## src/core/i2c_data_status_pkg.sv

```systemverilog
// Shared constants and carrier types for the I2C data and status block
package i2c_data_status_pkg;

  // Register addresses on the 12-bit register port
  localparam logic [11:0] DATA_BUFFER_ADDR  = 12'hf50;
  localparam logic [11:0] STATUS_FLAGS_ADDR = 12'hf51;
  localparam logic [11:0] CONTROL_ADDR      = 12'hf52;
  localparam logic [11:0] EVENT_ADDR        = 12'hf53;
  localparam logic [11:0] MASK_ADDR         = 12'hf54;

  // Reset values
  localparam logic [7:0] DATA_BUFFER_RESET  = 8'h00;
  localparam logic [7:0] STATUS_FLAGS_RESET = 8'h80;
  localparam logic [7:0] CONTROL_RESET      = 8'h00;
  localparam logic [1:0] EVENT_RESET        = 2'h0;
  localparam logic [1:0] MASK_RESET         = 2'h0;

  // Field positions
  localparam int CTRL_ENABLE_BIT = 0;
  localparam int EVT_TX_BIT      = 0;
  localparam int EVT_RX_BIT      = 1;

  // Bits per byte on the wire
  localparam logic [3:0] BITS_PER_BYTE = 4'h8;

  // Engine-reported status bits, in register order from bit 5 down to bit 0
  typedef struct packed {
    logic ack;
    logic tenBitAddrFlag;
    logic readDir;
    logic slaveAddrMatchFlag;
    logic busStateFlag;
    logic nackInterruptFlag;
  } engine_status_type;

  // Full status register layout
  typedef struct packed {
    logic              txBufferEmptyFlag;
    logic              rxBufferFullFlag;
    engine_status_type engine;
  } status_flags_type;

  // Register port request
  typedef struct packed {
    logic [11:0] addr;
    logic [7:0]  wrData;
    logic        wr;
    logic        rd;
  } reg_req_type;

endpackage

```

## src/core/i2c_byte_shifter.sv

```systemverilog
// Byte shift register between the data buffer and the serial data line
`timescale 1ns/1ps
module i2c_byte_shifter
(
  input  wire logic       clk,
  input  wire logic       srst,
  input  wire logic       load,
  input  wire logic [7:0] loadByte,
  input  wire logic       rxStart,
  input  wire logic       sclRise,
  input  wire logic       sclFall,
  input  wire logic       sdaBit,
  output logic            busy,
  output logic            rxMode,
  output logic            done,
  output logic [7:0]      shiftData,
  output logic            sdaDriveLow
);

  logic [3:0] bitsLeft;

  // Transmit shifts on clock fall, receive samples on clock rise
  always_ff @(posedge clk)
  begin
    if (srst)
    begin
      shiftData <= 8'h00;
      bitsLeft  <= 4'h0;
      busy      <= 1'b0;
      rxMode    <= 1'b0;
      done      <= 1'b0;
    end
    else
    begin
      done <= 1'b0;
      if (load)
      begin
        shiftData <= loadByte;
        bitsLeft  <= i2c_data_status_pkg::BITS_PER_BYTE;
        busy      <= 1'b1;
        rxMode    <= 1'b0;
      end
      else if (rxStart)
      begin
        bitsLeft <= i2c_data_status_pkg::BITS_PER_BYTE;
        busy     <= 1'b1;
        rxMode   <= 1'b1;
      end
      else if (busy && ((rxMode && sclRise) || (!rxMode && sclFall)))
      begin
        shiftData <= {shiftData[6:0], rxMode ? sdaBit : 1'b0};
        bitsLeft  <= bitsLeft - 4'h1;
        if (bitsLeft == 4'h1)
        begin
          busy <= 1'b0;
          done <= 1'b1;
        end
      end
    end
  end

  // Open-drain drive: pull low only for a zero bit while transmitting
  always_ff @(posedge clk)
  begin
    if (srst)
      sdaDriveLow <= 1'b0;
    else if (load)
      sdaDriveLow <= ~loadByte[7];
    else if (busy && !rxMode && sclFall && bitsLeft != 4'h1)
      sdaDriveLow <= ~shiftData[6];
    else if (!busy || rxMode || (sclFall && bitsLeft == 4'h1))
      sdaDriveLow <= 1'b0;
  end

endmodule

```

## src/core/i2c_data_status_regs.sv

```systemverilog
// I2C data buffer, status flags, interrupt and byte shifting top level
// How it works
// - A byte written to the data buffer is the next byte loaded for transmit.
// - Each received byte in the shifter is copied into the data buffer.
// - The shift register has no address; software sees bytes only via the buffer.
// - Status is read-only; after reset transmit-empty reads 1, others 0.
// - While enabled, transmit-empty is 1 whenever no byte is pending.
// - Transmit-empty interrupts, except during receive or read-address shifting.
// - Writing the data buffer clears transmit-empty and its pending interrupt.
// - Receive-full is active high and sets only while enabled.
`timescale 1ns/1ps
module i2c_data_status_regs
(
  input  wire logic                                   clk,
  input  wire logic                                   srst,
  input  wire i2c_data_status_pkg::reg_req_type       regReq,
  output logic [7:0]                                  regRdData,
  output logic                                        irq,
  input  wire logic                                   sclIn,
  input  wire logic                                   sdaIn,
  output logic                                        sdaOut,
  output logic                                        sdaOe,
  input  wire logic                                   engTxLoad,
  input  wire logic                                   engRxStart,
  input  wire logic                                   engAddrRead,
  input  wire i2c_data_status_pkg::engine_status_type engStatus,
  output logic                                        shiftBusy,
  output logic                                        byteDone
);

  logic [7:0]                             dataBuf;
  logic                                   pending;
  logic                                   txEmpty;
  logic                                   rxFull;
  logic [7:0]                             control;
  logic [1:0]                             events;
  logic [1:0]                             mask;
  i2c_data_status_pkg::engine_status_type engReg;
  logic [1:0]                             lineSync;
  logic                                   sclRise;
  logic                                   sclFall;
  logic                                   busy;
  logic                                   rxMode;
  logic                                   done;
  logic [7:0]                             shiftData;
  logic                                   sdaDriveLow;
  logic                                   enabled;
  logic                                   dataWr;
  logic                                   dataRd;
  logic                                   eventWr;
  logic                                   loadTake;
  logic [7:0]                             loadByte;
  logic                                   rxLand;
  logic                                   txIrqCond;
  i2c_data_status_pkg::status_flags_type  statusView;

  // Address decode of the register port
  always_comb
  begin
    dataWr  = 1'b0;
    dataRd  = 1'b0;
    eventWr = 1'b0;
    if (regReq.addr == i2c_data_status_pkg::DATA_BUFFER_ADDR)
    begin
      dataWr = regReq.wr;
      dataRd = regReq.rd;
    end
    else if (regReq.addr == i2c_data_status_pkg::EVENT_ADDR)
      eventWr = regReq.wr;
  end

  // Controller enable gates loads, receive starts and the setting of both flags
  assign enabled = control[i2c_data_status_pkg::CTRL_ENABLE_BIT];
  // A write in the load cycle passes straight through, so no byte is lost
  assign loadTake = engTxLoad && enabled && (pending || dataWr);
  assign loadByte = dataWr ? regReq.wrData : dataBuf;
  // A received byte lands only when a receive finishes, never on a transmit
  assign rxLand   = done && rxMode;
  // Receive shifting and read-direction address shifting hold the interrupt off
  assign txIrqCond = txEmpty && enabled && !(busy && rxMode) && !engAddrRead;

  // Synchronisers and edge finder for the bus lines
  i2c_link_sync u_sync
  (
    .clk      (clk),
    .srst     (srst),
    .lineIn   ({sdaIn, sclIn}),
    .lineSync (lineSync),
    .sclRise  (sclRise),
    .sclFall  (sclFall)
  );

  // Shift register, reachable only through the data buffer
  i2c_byte_shifter u_shift
  (
    .clk         (clk),
    .srst        (srst),
    .load        (loadTake),
    .loadByte    (loadByte),
    .rxStart     (engRxStart && enabled && !loadTake),
    .sclRise     (sclRise),
    .sclFall     (sclFall),
    .sdaBit      (lineSync[1]),
    .busy        (busy),
    .rxMode      (rxMode),
    .done        (done),
    .shiftData   (shiftData),
    .sdaDriveLow (sdaDriveLow)
  );

  // Data buffer: software writes, received bytes overwrite
  always_ff @(posedge clk)
  begin
    if (srst)
      dataBuf <= i2c_data_status_pkg::DATA_BUFFER_RESET;
    else if (rxLand)
      dataBuf <= shiftData;
    else if (dataWr)
      dataBuf <= regReq.wrData;
  end

  // Pending byte tracking; a load empties the buffer
  always_ff @(posedge clk)
  begin
    if (srst)
      pending <= 1'b0;
    else if (loadTake)
      pending <= 1'b0;
    else if (dataWr)
      pending <= 1'b1;
  end

  // Transmit-empty: load sets and wins over the clearing write
  always_ff @(posedge clk)
  begin
    if (srst)
      txEmpty <= i2c_data_status_pkg::STATUS_FLAGS_RESET[7];
    else if (loadTake || (enabled && !pending && !dataWr))
      txEmpty <= 1'b1;
    else if (dataWr)
      txEmpty <= 1'b0;
  end

  // Receive-full: landing byte sets and wins over the clearing read
  always_ff @(posedge clk)
  begin
    if (srst)
      rxFull <= i2c_data_status_pkg::STATUS_FLAGS_RESET[6];
    else if (rxLand && enabled)
      rxFull <= 1'b1;
    else if (dataRd)
      rxFull <= 1'b0;
  end

  // Control and mask registers
  always_ff @(posedge clk)
  begin
    if (srst)
    begin
      control <= i2c_data_status_pkg::CONTROL_RESET;
      mask    <= i2c_data_status_pkg::MASK_RESET;
    end
    else if (regReq.wr && regReq.addr == i2c_data_status_pkg::CONTROL_ADDR)
      control <= regReq.wrData;
    else if (regReq.wr && regReq.addr == i2c_data_status_pkg::MASK_ADDR)
      mask <= regReq.wrData[1:0];
  end

  // Sticky events: set wins over write-one-to-clear; the buffer write clears the transmit event and wins over its set
  always_ff @(posedge clk)
  begin
    if (srst)
      events <= i2c_data_status_pkg::EVENT_RESET;
    else
    begin
      if (txIrqCond && !dataWr)
        events[i2c_data_status_pkg::EVT_TX_BIT] <= 1'b1;
      else if (dataWr || (eventWr && regReq.wrData[i2c_data_status_pkg::EVT_TX_BIT]))
        events[i2c_data_status_pkg::EVT_TX_BIT] <= 1'b0;
      if (rxLand && enabled)
        events[i2c_data_status_pkg::EVT_RX_BIT] <= 1'b1;
      else if (eventWr && regReq.wrData[i2c_data_status_pkg::EVT_RX_BIT])
        events[i2c_data_status_pkg::EVT_RX_BIT] <= 1'b0;
    end
  end

  // Interrupt level, registered so the output comes from a flop
  always_ff @(posedge clk)
  begin
    if (srst)
      irq <= 1'b0;
    else
      irq <= |(events & mask);
  end

  // Engine status snapshot, zero after reset
  always_ff @(posedge clk)
  begin
    if (srst)
      engReg <= '0;
    else
      engReg <= engStatus;
  end

  // Buffer flags sit above the engine snapshot in the status byte
  assign statusView = {txEmpty, rxFull, engReg};

  // Read data one cycle after the strobe; unmapped reads give zero
  always_ff @(posedge clk)
  begin
    if (srst)
      regRdData <= 8'h00;
    else if (!regReq.rd)
      regRdData <= 8'h00;
    else if (regReq.addr == i2c_data_status_pkg::DATA_BUFFER_ADDR)
      regRdData <= dataBuf;
    else if (regReq.addr == i2c_data_status_pkg::STATUS_FLAGS_ADDR)
      regRdData <= statusView;
    else if (regReq.addr == i2c_data_status_pkg::CONTROL_ADDR)
      regRdData <= control;
    else if (regReq.addr == i2c_data_status_pkg::EVENT_ADDR)
      regRdData <= {6'h00, events};
    else if (regReq.addr == i2c_data_status_pkg::MASK_ADDR)
      regRdData <= {6'h00, mask};
    else
      regRdData <= 8'h00;
  end

  // Pin and engine-facing outputs from flops
  always_ff @(posedge clk)
  begin
    if (srst)
    begin
      sdaOut    <= 1'b0;
      sdaOe     <= 1'b0;
      shiftBusy <= 1'b0;
      byteDone  <= 1'b0;
    end
    else
    begin
      sdaOut    <= 1'b0;
      sdaOe     <= sdaDriveLow;
      shiftBusy <= busy;
      byteDone  <= done;
    end
  end
endmodule

```

## src/core/i2c_link_sync.sv

```systemverilog
// Two-flop synchronisers for the bus lines and clock-edge finder
`timescale 1ns/1ps
module i2c_link_sync
(
  input  wire logic       clk,
  input  wire logic       srst,
  input  wire logic [1:0] lineIn,
  output logic      [1:0] lineSync,
  output logic            sclRise,
  output logic            sclFall
);

  logic [1:0] stage1;
  logic       sclLast;

  // One synchroniser per line; stage1 feeds only the second flop
  genvar i;
  generate
    for (i = 0; i < 2; i++)
    begin : g_sync
      always_ff @(posedge clk)
      begin
        if (srst)
        begin
          stage1[i]   <= 1'b1;
          lineSync[i] <= 1'b1;
        end
        else
        begin
          stage1[i]   <= lineIn[i];
          lineSync[i] <= stage1[i];
        end
      end
    end
  endgenerate

  // Edge finder on the synchronised clock line (bit 0)
  always_ff @(posedge clk)
  begin
    if (srst)
    begin
      sclLast <= 1'b1;
      sclRise <= 1'b0;
      sclFall <= 1'b0;
    end
    else
    begin
      sclLast <= lineSync[0];
      sclRise <= lineSync[0] & ~sclLast;
      sclFall <= ~lineSync[0] & sclLast;
    end
  end

endmodule

```

## config.mk

```make
export PLATFORM = sky130hd
export DESIGN_NAME = i2c_data_status_regs
export DESIGN_NICKNAME = d
export VERILOG_FILES = /design/src/core/i2c_data_status_pkg.sv /design/src/core/i2c_byte_shifter.sv /design/src/core/i2c_data_status_regs.sv /design/src/core/i2c_link_sync.sv
export SDC_FILE = /design/constraint.sdc
export NUM_CORES = 1
export LEC_CHECK = 0
export ABC_CLOCK_PERIOD_IN_PS = 2500
export BUFFER_PORTS_ARGS = -buffer_cell sky130_fd_sc_hd__buf_2
export CAP_MARGIN = 20
export CORE_UTILIZATION = 35
export CTS_BUF_LIST = sky130_fd_sc_hd__clkbuf_2 sky130_fd_sc_hd__clkbuf_4 sky130_fd_sc_hd__clkbuf_8
export CTS_CLUSTER_SIZE = 10
export DETAILED_ROUTE_END_ITERATION = 16
export GPL_TIMING_DRIVEN = 0
export PLACE_DENSITY = 0.59
export SYNTH_ARGS = -nofsm -noshare
export SYNTH_HDL_FRONTEND = slang
export SYNTH_SLANG_ARGS = --single-unit
```

## constraint.sdc

```tcl
create_clock -name clk -period 2.5 [get_ports clk]
set_input_delay 0.75 -clock clk [delete_from_list [all_inputs] [get_ports clk]]
set_output_delay 0.75 -clock clk [all_outputs]
set_load 0.03 [all_outputs]
```

-- After elaboration in Yosys (flattened, before gate mapping)
Index checks and enable logic that the tools add are counted.
- add/sub/neg operators: 1
- equality and inequality tests: 8
- mux-type cells: 32
- bitwise gates (word level): 10
- reductions and logical operators: 53
- operators with widths (operator ; count):
    2-to-1 mux 8 bit ; 8
    == test 12 bit (second input constant) ; 5
    logical AND 1 bit ; 24
    2-to-1 mux 1 bit ; 19
    2-to-1 mux 4 bit ; 3
    nonzero test 3 bit ; 3
    nonzero test 2 bit ; 4
    OR reduction 2 bit ; 4
    logical NOT 1 bit ; 7
    NOT 1 bit ; 7
    logical OR 1 bit ; 6
    AND reduction 2 bit ; 3
    == test 4 x 1 -> 1 bit (second input constant) ; 1
    2-to-1 mux 2 bit ; 2
    inequality test 4 x 1 -> 1 bit (second input constant) ; 1
    OR reduction 4 bit ; 1
    subtractor 4 x 1 -> 4 bit (second input constant) ; 1
    OR reduction 3 bit ; 1
    bitwise AND 1 bit ; 2
    bitwise AND 2 bit ; 1
    inequality test 2 bit (second input constant) ; 1
- register bits: 64
- input port bits: 35
- output and inout bits: 13
- logic and storage cells: 137

-- Depth between registers and ports, before layout
Gate-level depths: netlist (run 1).
- word-level depth: 8
- depth in mapped cells: 6
- mapped depth without buffers: 6

-- Hierarchy
A second synthesis (run 1) with hierarchy kept.
- cell total of the unflattened synthesis: 298
- area total of the unflattened synthesis: 2807.7 µm²
- modules (own cells, without submodules) (module ; instances ; cells each ; area each (µm²) ; sequential area each (µm²)):
    i2c_data_status_regs ; 1 ; 191 ; 1809.2 ; 820.8
    i2c_byte_shifter ; 1 ; 93 ; 812.0 ; 320.3
    i2c_link_sync ; 1 ; 14 ; 186.4 ; 140.1

-- Least setup slack after synthesis (run 1)
Ideal clock, no wire load.
- path type: input port to flip-flop
- start point: in regReq[10] (netlist name)
- end point: reg u_shift.shiftData[1]
- setup time: 0.139 ns
- arrival: 2.051 ns
- setup slack: 0.311 ns
- stages on the path: 6
- path buffers: 2
- cell sequence: buf_2 or3b_4 o41a_1 nor2_1 buf_2 a211oi_2
- longest elaborated chain between the ends: 8
- ends and longest elaborated chain (element ; RTL line ; source):
    start, declared ; i2c_data_status_regs.sv:16 ; input wire i2c_data_status_pkg::reg_req_type regReq,
    == test 12 bit (*) ; i2c_data_status_regs.sv:63 ; if (regReq.addr == i2c_data_status_pkg::DATA_BUFFER_ADDR)
    2-to-1 mux 1 bit (*) ; i2c_data_status_regs.sv:63 ;
    logical OR 1 bit ; i2c_data_status_regs.sv:75 ; assign loadTake = engTxLoad && enabled && (pending || dataWr);
    logical AND 1 bit ; i2c_data_status_regs.sv:75 ;
    logical NOT 1 bit ; i2c_data_status_regs.sv:100 ; .rxStart (engRxStart && enabled && !loadTake),
    logical AND 1 bit ; i2c_data_status_regs.sv:100 ;
    inequality test 2 bit (no source line) ; n/a ;
    AND reduction 2 bit (no source line) ; n/a ;
    end signal, assigned ; i2c_byte_shifter.sv:38 ; shiftData <= loadByte;
    end signal, assigned ; i2c_byte_shifter.sv:51 ; shiftData <= {shiftData[6:0], rxMode ? sdaBit : 1'b0};
    end, declared ; i2c_byte_shifter.sv:16 ; output logic [7:0] shiftData,
Mark *: on every way between the ends. The rest lies on a longest branch, timed or not.
A chain may end at the register's enable or synchronous reset.

-- Worst setup path in the final report (run 1)
- start point: in regReq[20] (netlist name)
- end point: reg u_shift.shiftData[0]
Same word-level chain as after synthesis.

==> results.yml, run 1 <==
placement:
  hpwl_mm: 4.96
  place_congestion: 0.820
  dp.cells: 443
  portBuffers: 45
synthesis:
  synth_nets: 333
  synth_edf_count: 0
  syn_inst: 296
  synth_area_per_cell_um2: 9.56
  synth_cell_types: 51
  netlist_area_um2: 2830
  synthTopCellsByArea: "dfxtp_1, mux2i_1, nor2_1, nor2b_1, a211oi_1"
  yosysTopAreaCell: "dfxtp_1"
  async_reset_ff_frac: 0
  synth.yosys.seq_area_share: 0.453
  synth_top_area_frac: 0.453
  synth_flop_cell: "dfxtp_1"
  synth_warnings: 0
  synth-seq-cells: 64
cts:
  clock-sinks: 64
  path_clk_slew_ps: 70
  cts_buffers: 9
  cts_hold_buf: 0
  h-tree-depth: 3
  cts_resized: 0
  cts_tree: "yes"
  clk_latency_ps: 350
  clockBufferDepth: 2
  post_cts_buffers: 0
  clockRootBuffer: "clkbuf_8"
grt:
  busiest_layer: "met2"
  grt_pass1_wl_mm: 11.3
  grt_use_met2: 0.272
  antenna_found_initial: 0
  grt_overflow_total: 0
  grt_max_degree: 13
  grt_pass1_vias: 2313
  use_met3: 0.0373
  use_met1: 0.219
  grt.total_usage: 0.170
setup_path:
  max_stage_delay_ps: 800
  r2r-end: "u_shift.shiftData[2]"
  r2r-start: "u_shift.busy"
  path_class: "input port to flop"
  path_cells: "buf_2 -> nand4_1 -> o41ai_4 -> a221oi_1 -> a2111oi_2"
  startpoint_type: "input port"
  r2r_setup_slack_ps: 400
  arrival_ps: 2530
  crit_slowest_cell: "o41ai_4"
  crit_start: "regReq[20]"
  cp-end-kind: "flop"
  reg2reg_depth: 5
  path_max_fanout: 10
  required_ps: 2730
sta:
  rsz0062_at_grt: "false"
  maxSlewViolCount: 0
  period_needed_ps: 2300
  min_period_over_period: 0.919
  holdWs_ps: 414
  hold_viol: 0
  setup-violations-final: 0
  worst_pin_slew_ps: 842
  clock.fmax_ghz: 0.435
  max_slew_margin: 0.435
  skew_ps: 10.9
  finalSetupTns_ps: 0
flow_run:
  max_cap_violations: 0
cells_and_area:
  num-fill-cells: 802
  final_cells: 459
  seq_area_um2: 1280
  final_core_util: 0.432
  area_delta_synth_final_pct: 18.5
  multi_input_area_um2: 1430
  final_nets: 389
  diodes: 0
  drive_above_1_share: 0.241
worst_hold_path:
  holdPathStages: 1
  hp-class: "flop to flop"
  hold_path_startpoint: "u_sync.stage1[1]"
  min_to: "u_sync.lineSync[1]"
routing:
  drcViolationCount: 0
  routedWlPerCell_um: 14.8
  drt_iter0_drc: 91
  via_per_inst: 5.14
  postRouteAntennaNets: 0
  routed_wl_mm: 6.80
  drtPass1Iterations: 4
  route.vias.total: 2359
floorplan:
  ios: 48
  coreArea_um2: 7770
  fp-row-count: 32
  initial_core_util: 0.364
  fp.dieH_um: 91.9
  die_w_um: 91.9
  dieArea_um2: 8450
run_status:
  outcome: "finished clean"
power_and_ir_drop:
  power.density_nw_per_um2: 572
  p_leak_nw: 1.28
  total_power_mw: 1.92
  ir_drop_v: 0.000234
[layout by cell type (no fill, tap or decap), drive strengths merged, types with 2 or more instances in the layout]
cell type	n
a211oi	16
a21oi	11
a221oi	8
a31oi	2
a32o	2
and2	2
and3	7
buf	51
clkbuf	23
clkinv	4
clkinvlp	2
dfxtp	64
ha	2
inv	9
mux2	2
mux2i	25
nand2	13
nand2b	4
nand3	5
nand4	3
nand4b	2
nand4bb	2
nor2	36
nor2b	14
nor3	7
nor3b	4
nor4	7
o211a	2
o21ai	3
o221a	2
or2	6
xor2	2
[state kept, by name, summed over array words and instances, names as in the netlist, 2 cells and up]
register	count
control	8
dataBuf	8
regRdData	8
u_shift.shiftData	8
engReg	6
u_shift.bitsLeft	4
events	2
mask	2
u_sync.lineSync	2
u_sync.stage1	2
[Yosys cell counts (4+ instances only)]
cell type	number
a21oi_1	11
nand2_1	13
nor2_1	36
mux2i_1	25
nor3_1	7
nor2b_1	14
and3_1	7
nand3_1	5
inv_1	8
a211oi_2	6
a221oi_1	8
dfxtp_1	64
clkbuf_1	14
or2_2	5
nand2b_1	4
nor4_1	5
a211oi_1	10
nor3b_1	4
[how the worst max path moves through the flow]
stage / end / cells after the start
final: u_shift.shiftData[0] / 5
after detailed placement: control[4] / 5
after CTS: u_shift.shiftData[0] / 5
after global routing: u_shift.shiftData[0] / 5
after floorplan: u_shift.shiftData[1] / 6
after global placement: u_shift.shiftData[0] / 5
[where the power goes]
group | internal, mW | switching, mW
Combinational | 0.0443 | 0.0682
Clock | 0.358 | 0.416
Sequential | 1.03 | 0.00282
[logic make-up after synthesis]
group | synth area share
muxes | 0.0964
DFF | 0.453
buffers and inverters | 0.0411
AOI/OAI and AO/OA | 0.168
xor gates and xnor gates | 0.00929
other | 0.00132
and+or+nand+nor | 0.222
adders and majority gates | 0.00884
[worst max-delay path: cells and delay by family]
| kind | cells | cell delay, ps |
|---|---|---|
| AOI/OAI and AO/OA | 3 | 1270 |
| and+or+nand+nor | 1 | 420 |
| buffers and inverters | 1 | 80 |
[per-layer routing]
metal  up-vias  part of all wire
met4         0             0.017
met2        50              0.46
li1       1176                 -
met5         -                 0
met1      1123              0.49
met3        10             0.035
[cell type report]
type / instances / share of cell area
Multi-Input combinational cell: 204 / 0.427
Clock buffer: 9 / 0.0369
Timing Repair Buffer: 45 / 0.0671
Tap cell: 102 / 0.0380
Clock inverter: 7 / 0.0142
Buffer: 20 / 0.0257
Sequential cell: 64 / 0.382
Inverter: 8 / 0.00895
[stage by stage]
stage | worst slack (ps) | instance area [um2]
global placement | -54.9 | 3180
detailed placement | -76.9 | 3180
CTS | 270 | 3350
finish | 204 | 3350
global route | 170 | 3350
floorplan | 311 | 2830
Power figures use the tool's default switching activity.
==> run 2: changes to the inputs <==
- CORE_UTILIZATION: 35 -> 58
- PLACE_DENSITY: 0.59 -> 0.83
==> run 2 against run 1 <==
Critical path depth did not move; largest cell class unchanged; register-to-register slack improved by 50 ps; sequential power hardly changed; critical path type unchanged; largest power group is now clock; flip-flop and latch count unchanged.
==> results.yml, run 2 (synthesized netlist as in run 1, its figures left out) <==
floorplan:
  die_w_um: 71.9
  fp.dieH_um: 71.9
  dieArea_um2: 5160
  initial_core_util: 0.599
  ios: 48
  fp-row-count: 25
  coreArea_um2: 4720
grt:
  antenna_found_initial: 0
  grt_max_degree: 12
  grt_overflow_total: 0
  grt_pass1_vias: 2316
  grt_pass1_wl_mm: 10.3
  grt.total_usage: 0.266
cells_and_area:
  final_area_um2: 3390
  num-fill-cells: 346
  final_nets: 389
  mostFrequentLayoutCell: "dfxtp_1"
  diodes: 0
  final_cell_mix: "dfxtp_1, buf_2, nor2_1"
  drive_above_1_share: 0.241
  area_delta_synth_final_pct: 19.9
worst_hold_path:
  holdPathStages: 1
  min_to: "u_sync.lineSync[0]"
  hold_path_startpoint: "u_sync.stage1[0]"
  hp-class: "flop to flop"
setup_path:
  r2r-start: "u_shift.busy"
  r2r_setup_slack_ps: 450
  path_class: "input port to flop"
  r2r-end: "u_shift.shiftData[4]"
  required_ps: 2700
  max_stage_delay_ps: 860
  startpoint_type: "input port"
  crit_slowest_cell: "nor4_4"
  path_cells: "buf_2 -> nand4_1 -> nor4_4 -> mux2i_1 -> nor2_1"
  reg2reg_depth: 5
  arrival_ps: 2450
  cp-end-kind: "flop"
  path_max_fanout: 8
cts:
  cts_hold_buf: 0
  post_cts_buffers: 0
  clk_latency_ps: 340
  cts_tree: "yes"
  clockBufferDepth: 2
  clockRootBuffer: "clkbuf_8"
  h-tree-depth: 3
  cts_resized: 0
  clock-sinks: 64
  cts_buffers: 9
  path_clk_slew_ps: 60
sta:
  hold_viol: 0
  period_needed_ps: 2240
  worst_pin_slew_ps: 794
  finalSetupTns_ps: 0
  setup-violations-final: 0
  clock.fmax_ghz: 0.446
  skew_ps: 11.7
  maxSlewViolCount: 0
  rsz0062_at_grt: "false"
  min_period_over_period: 0.897
  max_slew_margin: 0.466
routing:
  routedWlPerCell_um: 15.3
  drtPass1Iterations: 5
  route.vias.total: 2453
  via_per_inst: 5.79
  drt_iter0_drc: 176
  postRouteAntennaNets: 0
  routed_wl_mm: 6.47
  drcViolationCount: 0
placement:
  portBuffers: 45
  place_congestion: 0.874
  hpwl_mm: 4.56
  place_area_um2: 3140
flow_run:
  max_cap_violations: 0
run_status:
  outcome: "finished clean"
power_and_ir_drop:
  power.density_nw_per_um2: 662
  ir_drop_v: 0.000503
  total_power_mw: 2.25
  p_leak_nw: 1.32
==> run 2: cell types whose count changed in the layout (fill, tap and decap cells not counted), sizes merged <==
cell      previous run  this run
clkbuf              23        25
clkinv               4         1
inv                  9         8
bufinv               0         3
clkinvlp             2         1
==> run 2: metrics by stage <==
step	hold WS (ps)	utilization	std cells	setup slack [ps]
global route	434	0.718	424	181
floorplan	389	-	296	311
CTS	419	0.718	424	313
finish	407	0.718	424	257
detailed placement	401	0.665	408	-28.6
global placement	393	0.665	408	-3.82
==> run 2: worst max path at each step <==
| stage | end | slack [ps] | cells past startpoint | from |
|---|---|---|---|---|
| floorplan | u_shift.shiftData[1] | 310 | 6 | regReq[10] |
| global placement | u_shift.shiftData[0] | -4 | 5 | regReq[20] |
| detailed placement | control[5] | -30 | 5 | regReq[20] |
| CTS | control[5] | 310 | 5 | regReq[20] |
| global route | u_shift.shiftData[0] | 180 | 5 | regReq[20] |
| finish | control[5] | 260 | 5 | regReq[20] |
==> run 2: worst max-delay path, delay by kind of cell <==
kind	cells	cell delay, ps
simple gates	3	1330
mux	1	290
buf+inv	1	70
==> run 2: final cells by class <==
type                       count  area (um2)  share of cell area
sequential                    64        1280               0.378
multi-input combinational    204        1430               0.422
buffer                        20        86.3              0.0254
inverter                       8        30.0             0.00885
tap                           67        83.8              0.0247
clock buffer                  11         151              0.0446
timing repair buffer          45         225              0.0664
clock inverter                 5         103              0.0302
==> run 2: layer usage <==
layer | global-route usage | share of wire
met2 | 0.438 | 0.49
met5 | 0 | 0
met3 | 0.0731 | 0.063
met1 | 0.317 | 0.42
met4 | 0.139 | 0.022
==> run 2: power by group <==
part	total, mW	switching (mW)	internal [mW]
clock network	1.10	0.389	0.715
registers	1.03	0.00286	1.03
logic	0.112	0.0676	0.0443
total	2.25	0.460	1.79
==> run 3: changes to the inputs <==
- ABC_CLOCK_PERIOD_IN_PS: 2500 -> 2700
- CORE_UTILIZATION: 58 -> 62
- PLACE_DENSITY: 0.83 -> 0.88
- clock period: 2.5 -> 2.7 ns (I/O delays scaled with it)
==> run 3 against run 2 <==
Clock power shrank 34%; flip-flop and latch count unchanged; via count increased by 0.82%; core utilization grew 3.3 points; sequential power down 7%; global-route usage is 3.1 points higher; hold slack better by 8.5 ps; design area decreased by 2.9%; largest cell class unchanged; largest power group is now sequential cells; highest routed layer unchanged.
==> results.yml, run 3 (synthesized netlist as in run 1, its figures left out) <==
power_and_ir_drop:
  p_leak_nw: 1.29
  ir_drop_v: 0.000369
  power.density_nw_per_um2: 541
  total_power_mw: 1.78
routing:
  postRouteAntennaNets: 0
  drt_iter0_drc: 201
  drtPass1Iterations: 6
  route.vias.total: 2473
  routed_wl_mm: 6.63
  via_per_inst: 6.05
  routedWlPerCell_um: 16.2
  drcViolationCount: 0
setup_path:
  r2r_setup_slack_ps: 660
  crit_start: "regReq[20]"
  path_class: "input port to flop"
  path_max_fanout: 8
  arrival_ps: 2510
  r2r-start: "u_shift.busy"
  required_ps: 2920
  r2r-end: "u_shift.shiftData[5]"
  crit_path_end: "control[7]"
  startpoint_type: "input port"
  reg2reg_depth: 5
  cp-end-kind: "flop"
sta:
  period_needed_ps: 2290
  clock.fmax_ghz: 0.437
  min_period_over_period: 0.848
  hold_viol: 0
  setup-violations-final: 0
  finalSetupTns_ps: 0
  maxSlewViolCount: 0
  rsz0062_at_grt: "false"
  worst_pin_slew_ps: 812
  max_slew_margin: 0.454
  skew_ps: 6.64
floorplan:
  initial_core_util: 0.646
  fp-row-count: 24
  die_w_um: 69.6
  ios: 48
  fp.dieH_um: 69.6
  dieArea_um2: 4840
  coreArea_um2: 4380
cts:
  path_clk_slew_ps: 70
  post_cts_buffers: 0
  h-tree-depth: 3
  cts_buffers: 9
  cts_tree: "yes"
  cts_hold_buf: 0
  clk_latency_ps: 350
  clock-sinks: 64
  cts_resized: 0
  clockRootBuffer: "clkbuf_8"
  clockBufferDepth: 2
cells_and_area:
  final_cell_mix: "dfxtp_1, buf_2, nor2_1"
  area_delta_synth_final_pct: 16.4
  final_nets: 389
  mostFrequentLayoutCell: "dfxtp_1"
  drive_above_1_share: 0.241
  diodes: 0
grt:
  grt.total_usage: 0.297
  antenna_found_initial: 0
  grt_pass1_wl_mm: 11.1
  grt_max_degree: 12
  grt_pass1_vias: 2397
  grt_overflow_total: 0
placement:
  portBuffers: 45
  hpwl_mm: 4.70
  place_congestion: 0.874
worst_hold_path:
  hp-class: "flop to flop"
run_status:
  outcome: "finished clean"
flow_run:
  max_cap_violations: 0
## run 3: cell types whose count changed in the layout (fill, tap and decap cells not counted)
cell and change:
clkbuf_8 -1, bufinv_16 -3, clkinv_2 +3, clkinvlp_4 +1
## run 3: per-layer routing
metal,part of all wire,wire (um),vias to the layer above,track usage
li1,-,-,1188,-
met2,0.49,3260,122,0.492
met3,0.072,477,26,0.0974
met4,0.029,191,0,0.143
met5,0,0,-,0
met1,0.41,2710,1137,0.345
## run 3: cell type report
type / count / area (um2)
multi-input cells: 204 / 1430
flip-flops and latches: 64 / 1280
fillers: 333 / 1090
repair buffers: 45 / 225
clock buffers: 10 / 138
plain buffers: 20 / 86.3
well taps: 52 / 65.1
clock inverters: 6 / 35.0
inverters: 8 / 30.0
## run 3: worst min-delay path by stage
stage	startpoint	endpoint	slack, ps	depth (start not counted)
after floorplan	u_sync.stage1[0]	u_sync.lineSync[0]	390	1
after detailed placement	u_sync.stage1[0]	u_sync.lineSync[0]	400	1
after CTS	u_sync.stage1[0]	u_sync.lineSync[0]	420	1
after global placement	u_sync.stage1[1]	u_sync.lineSync[1]	390	1
final	u_sync.stage1[0]	u_sync.lineSync[0]	420	1
after global routing	u_sync.stage1[1]	u_sync.lineSync[1]	430	1
## run 3: per-stage QoR
step / area [um2] / instances / hold WS [ps] / util / worst slack, ps
2_1_floorplan: 2830 / 296 / 389 / - / 451
5_1_grt: 3290 / 409 / 433 / 0.751 / 283
3_5_place_dp: 3120 / 393 / 401 / 0.712 / 46.0
3_3_place_gp: 3120 / 393 / 395 / 0.712 / 105
6_report: 3290 / 409 / 415 / 0.751 / 410
4_1_cts: 3290 / 409 / 416 / 0.751 / 412
## run 3: worst max-delay path: stages
cell and delay, ps:
buf_2 80, nand4_1 410, nor4_4 870, mux2i_1 280, nor2_1 60
## run 3: where the power goes
group          switching, mW  total (mW)  internal [mW]  leakage (nW)
clock network          0.372       0.722          0.350        0.0878
registers            0.00261       0.955          0.952         0.518
logic                 0.0622       0.103         0.0410         0.681
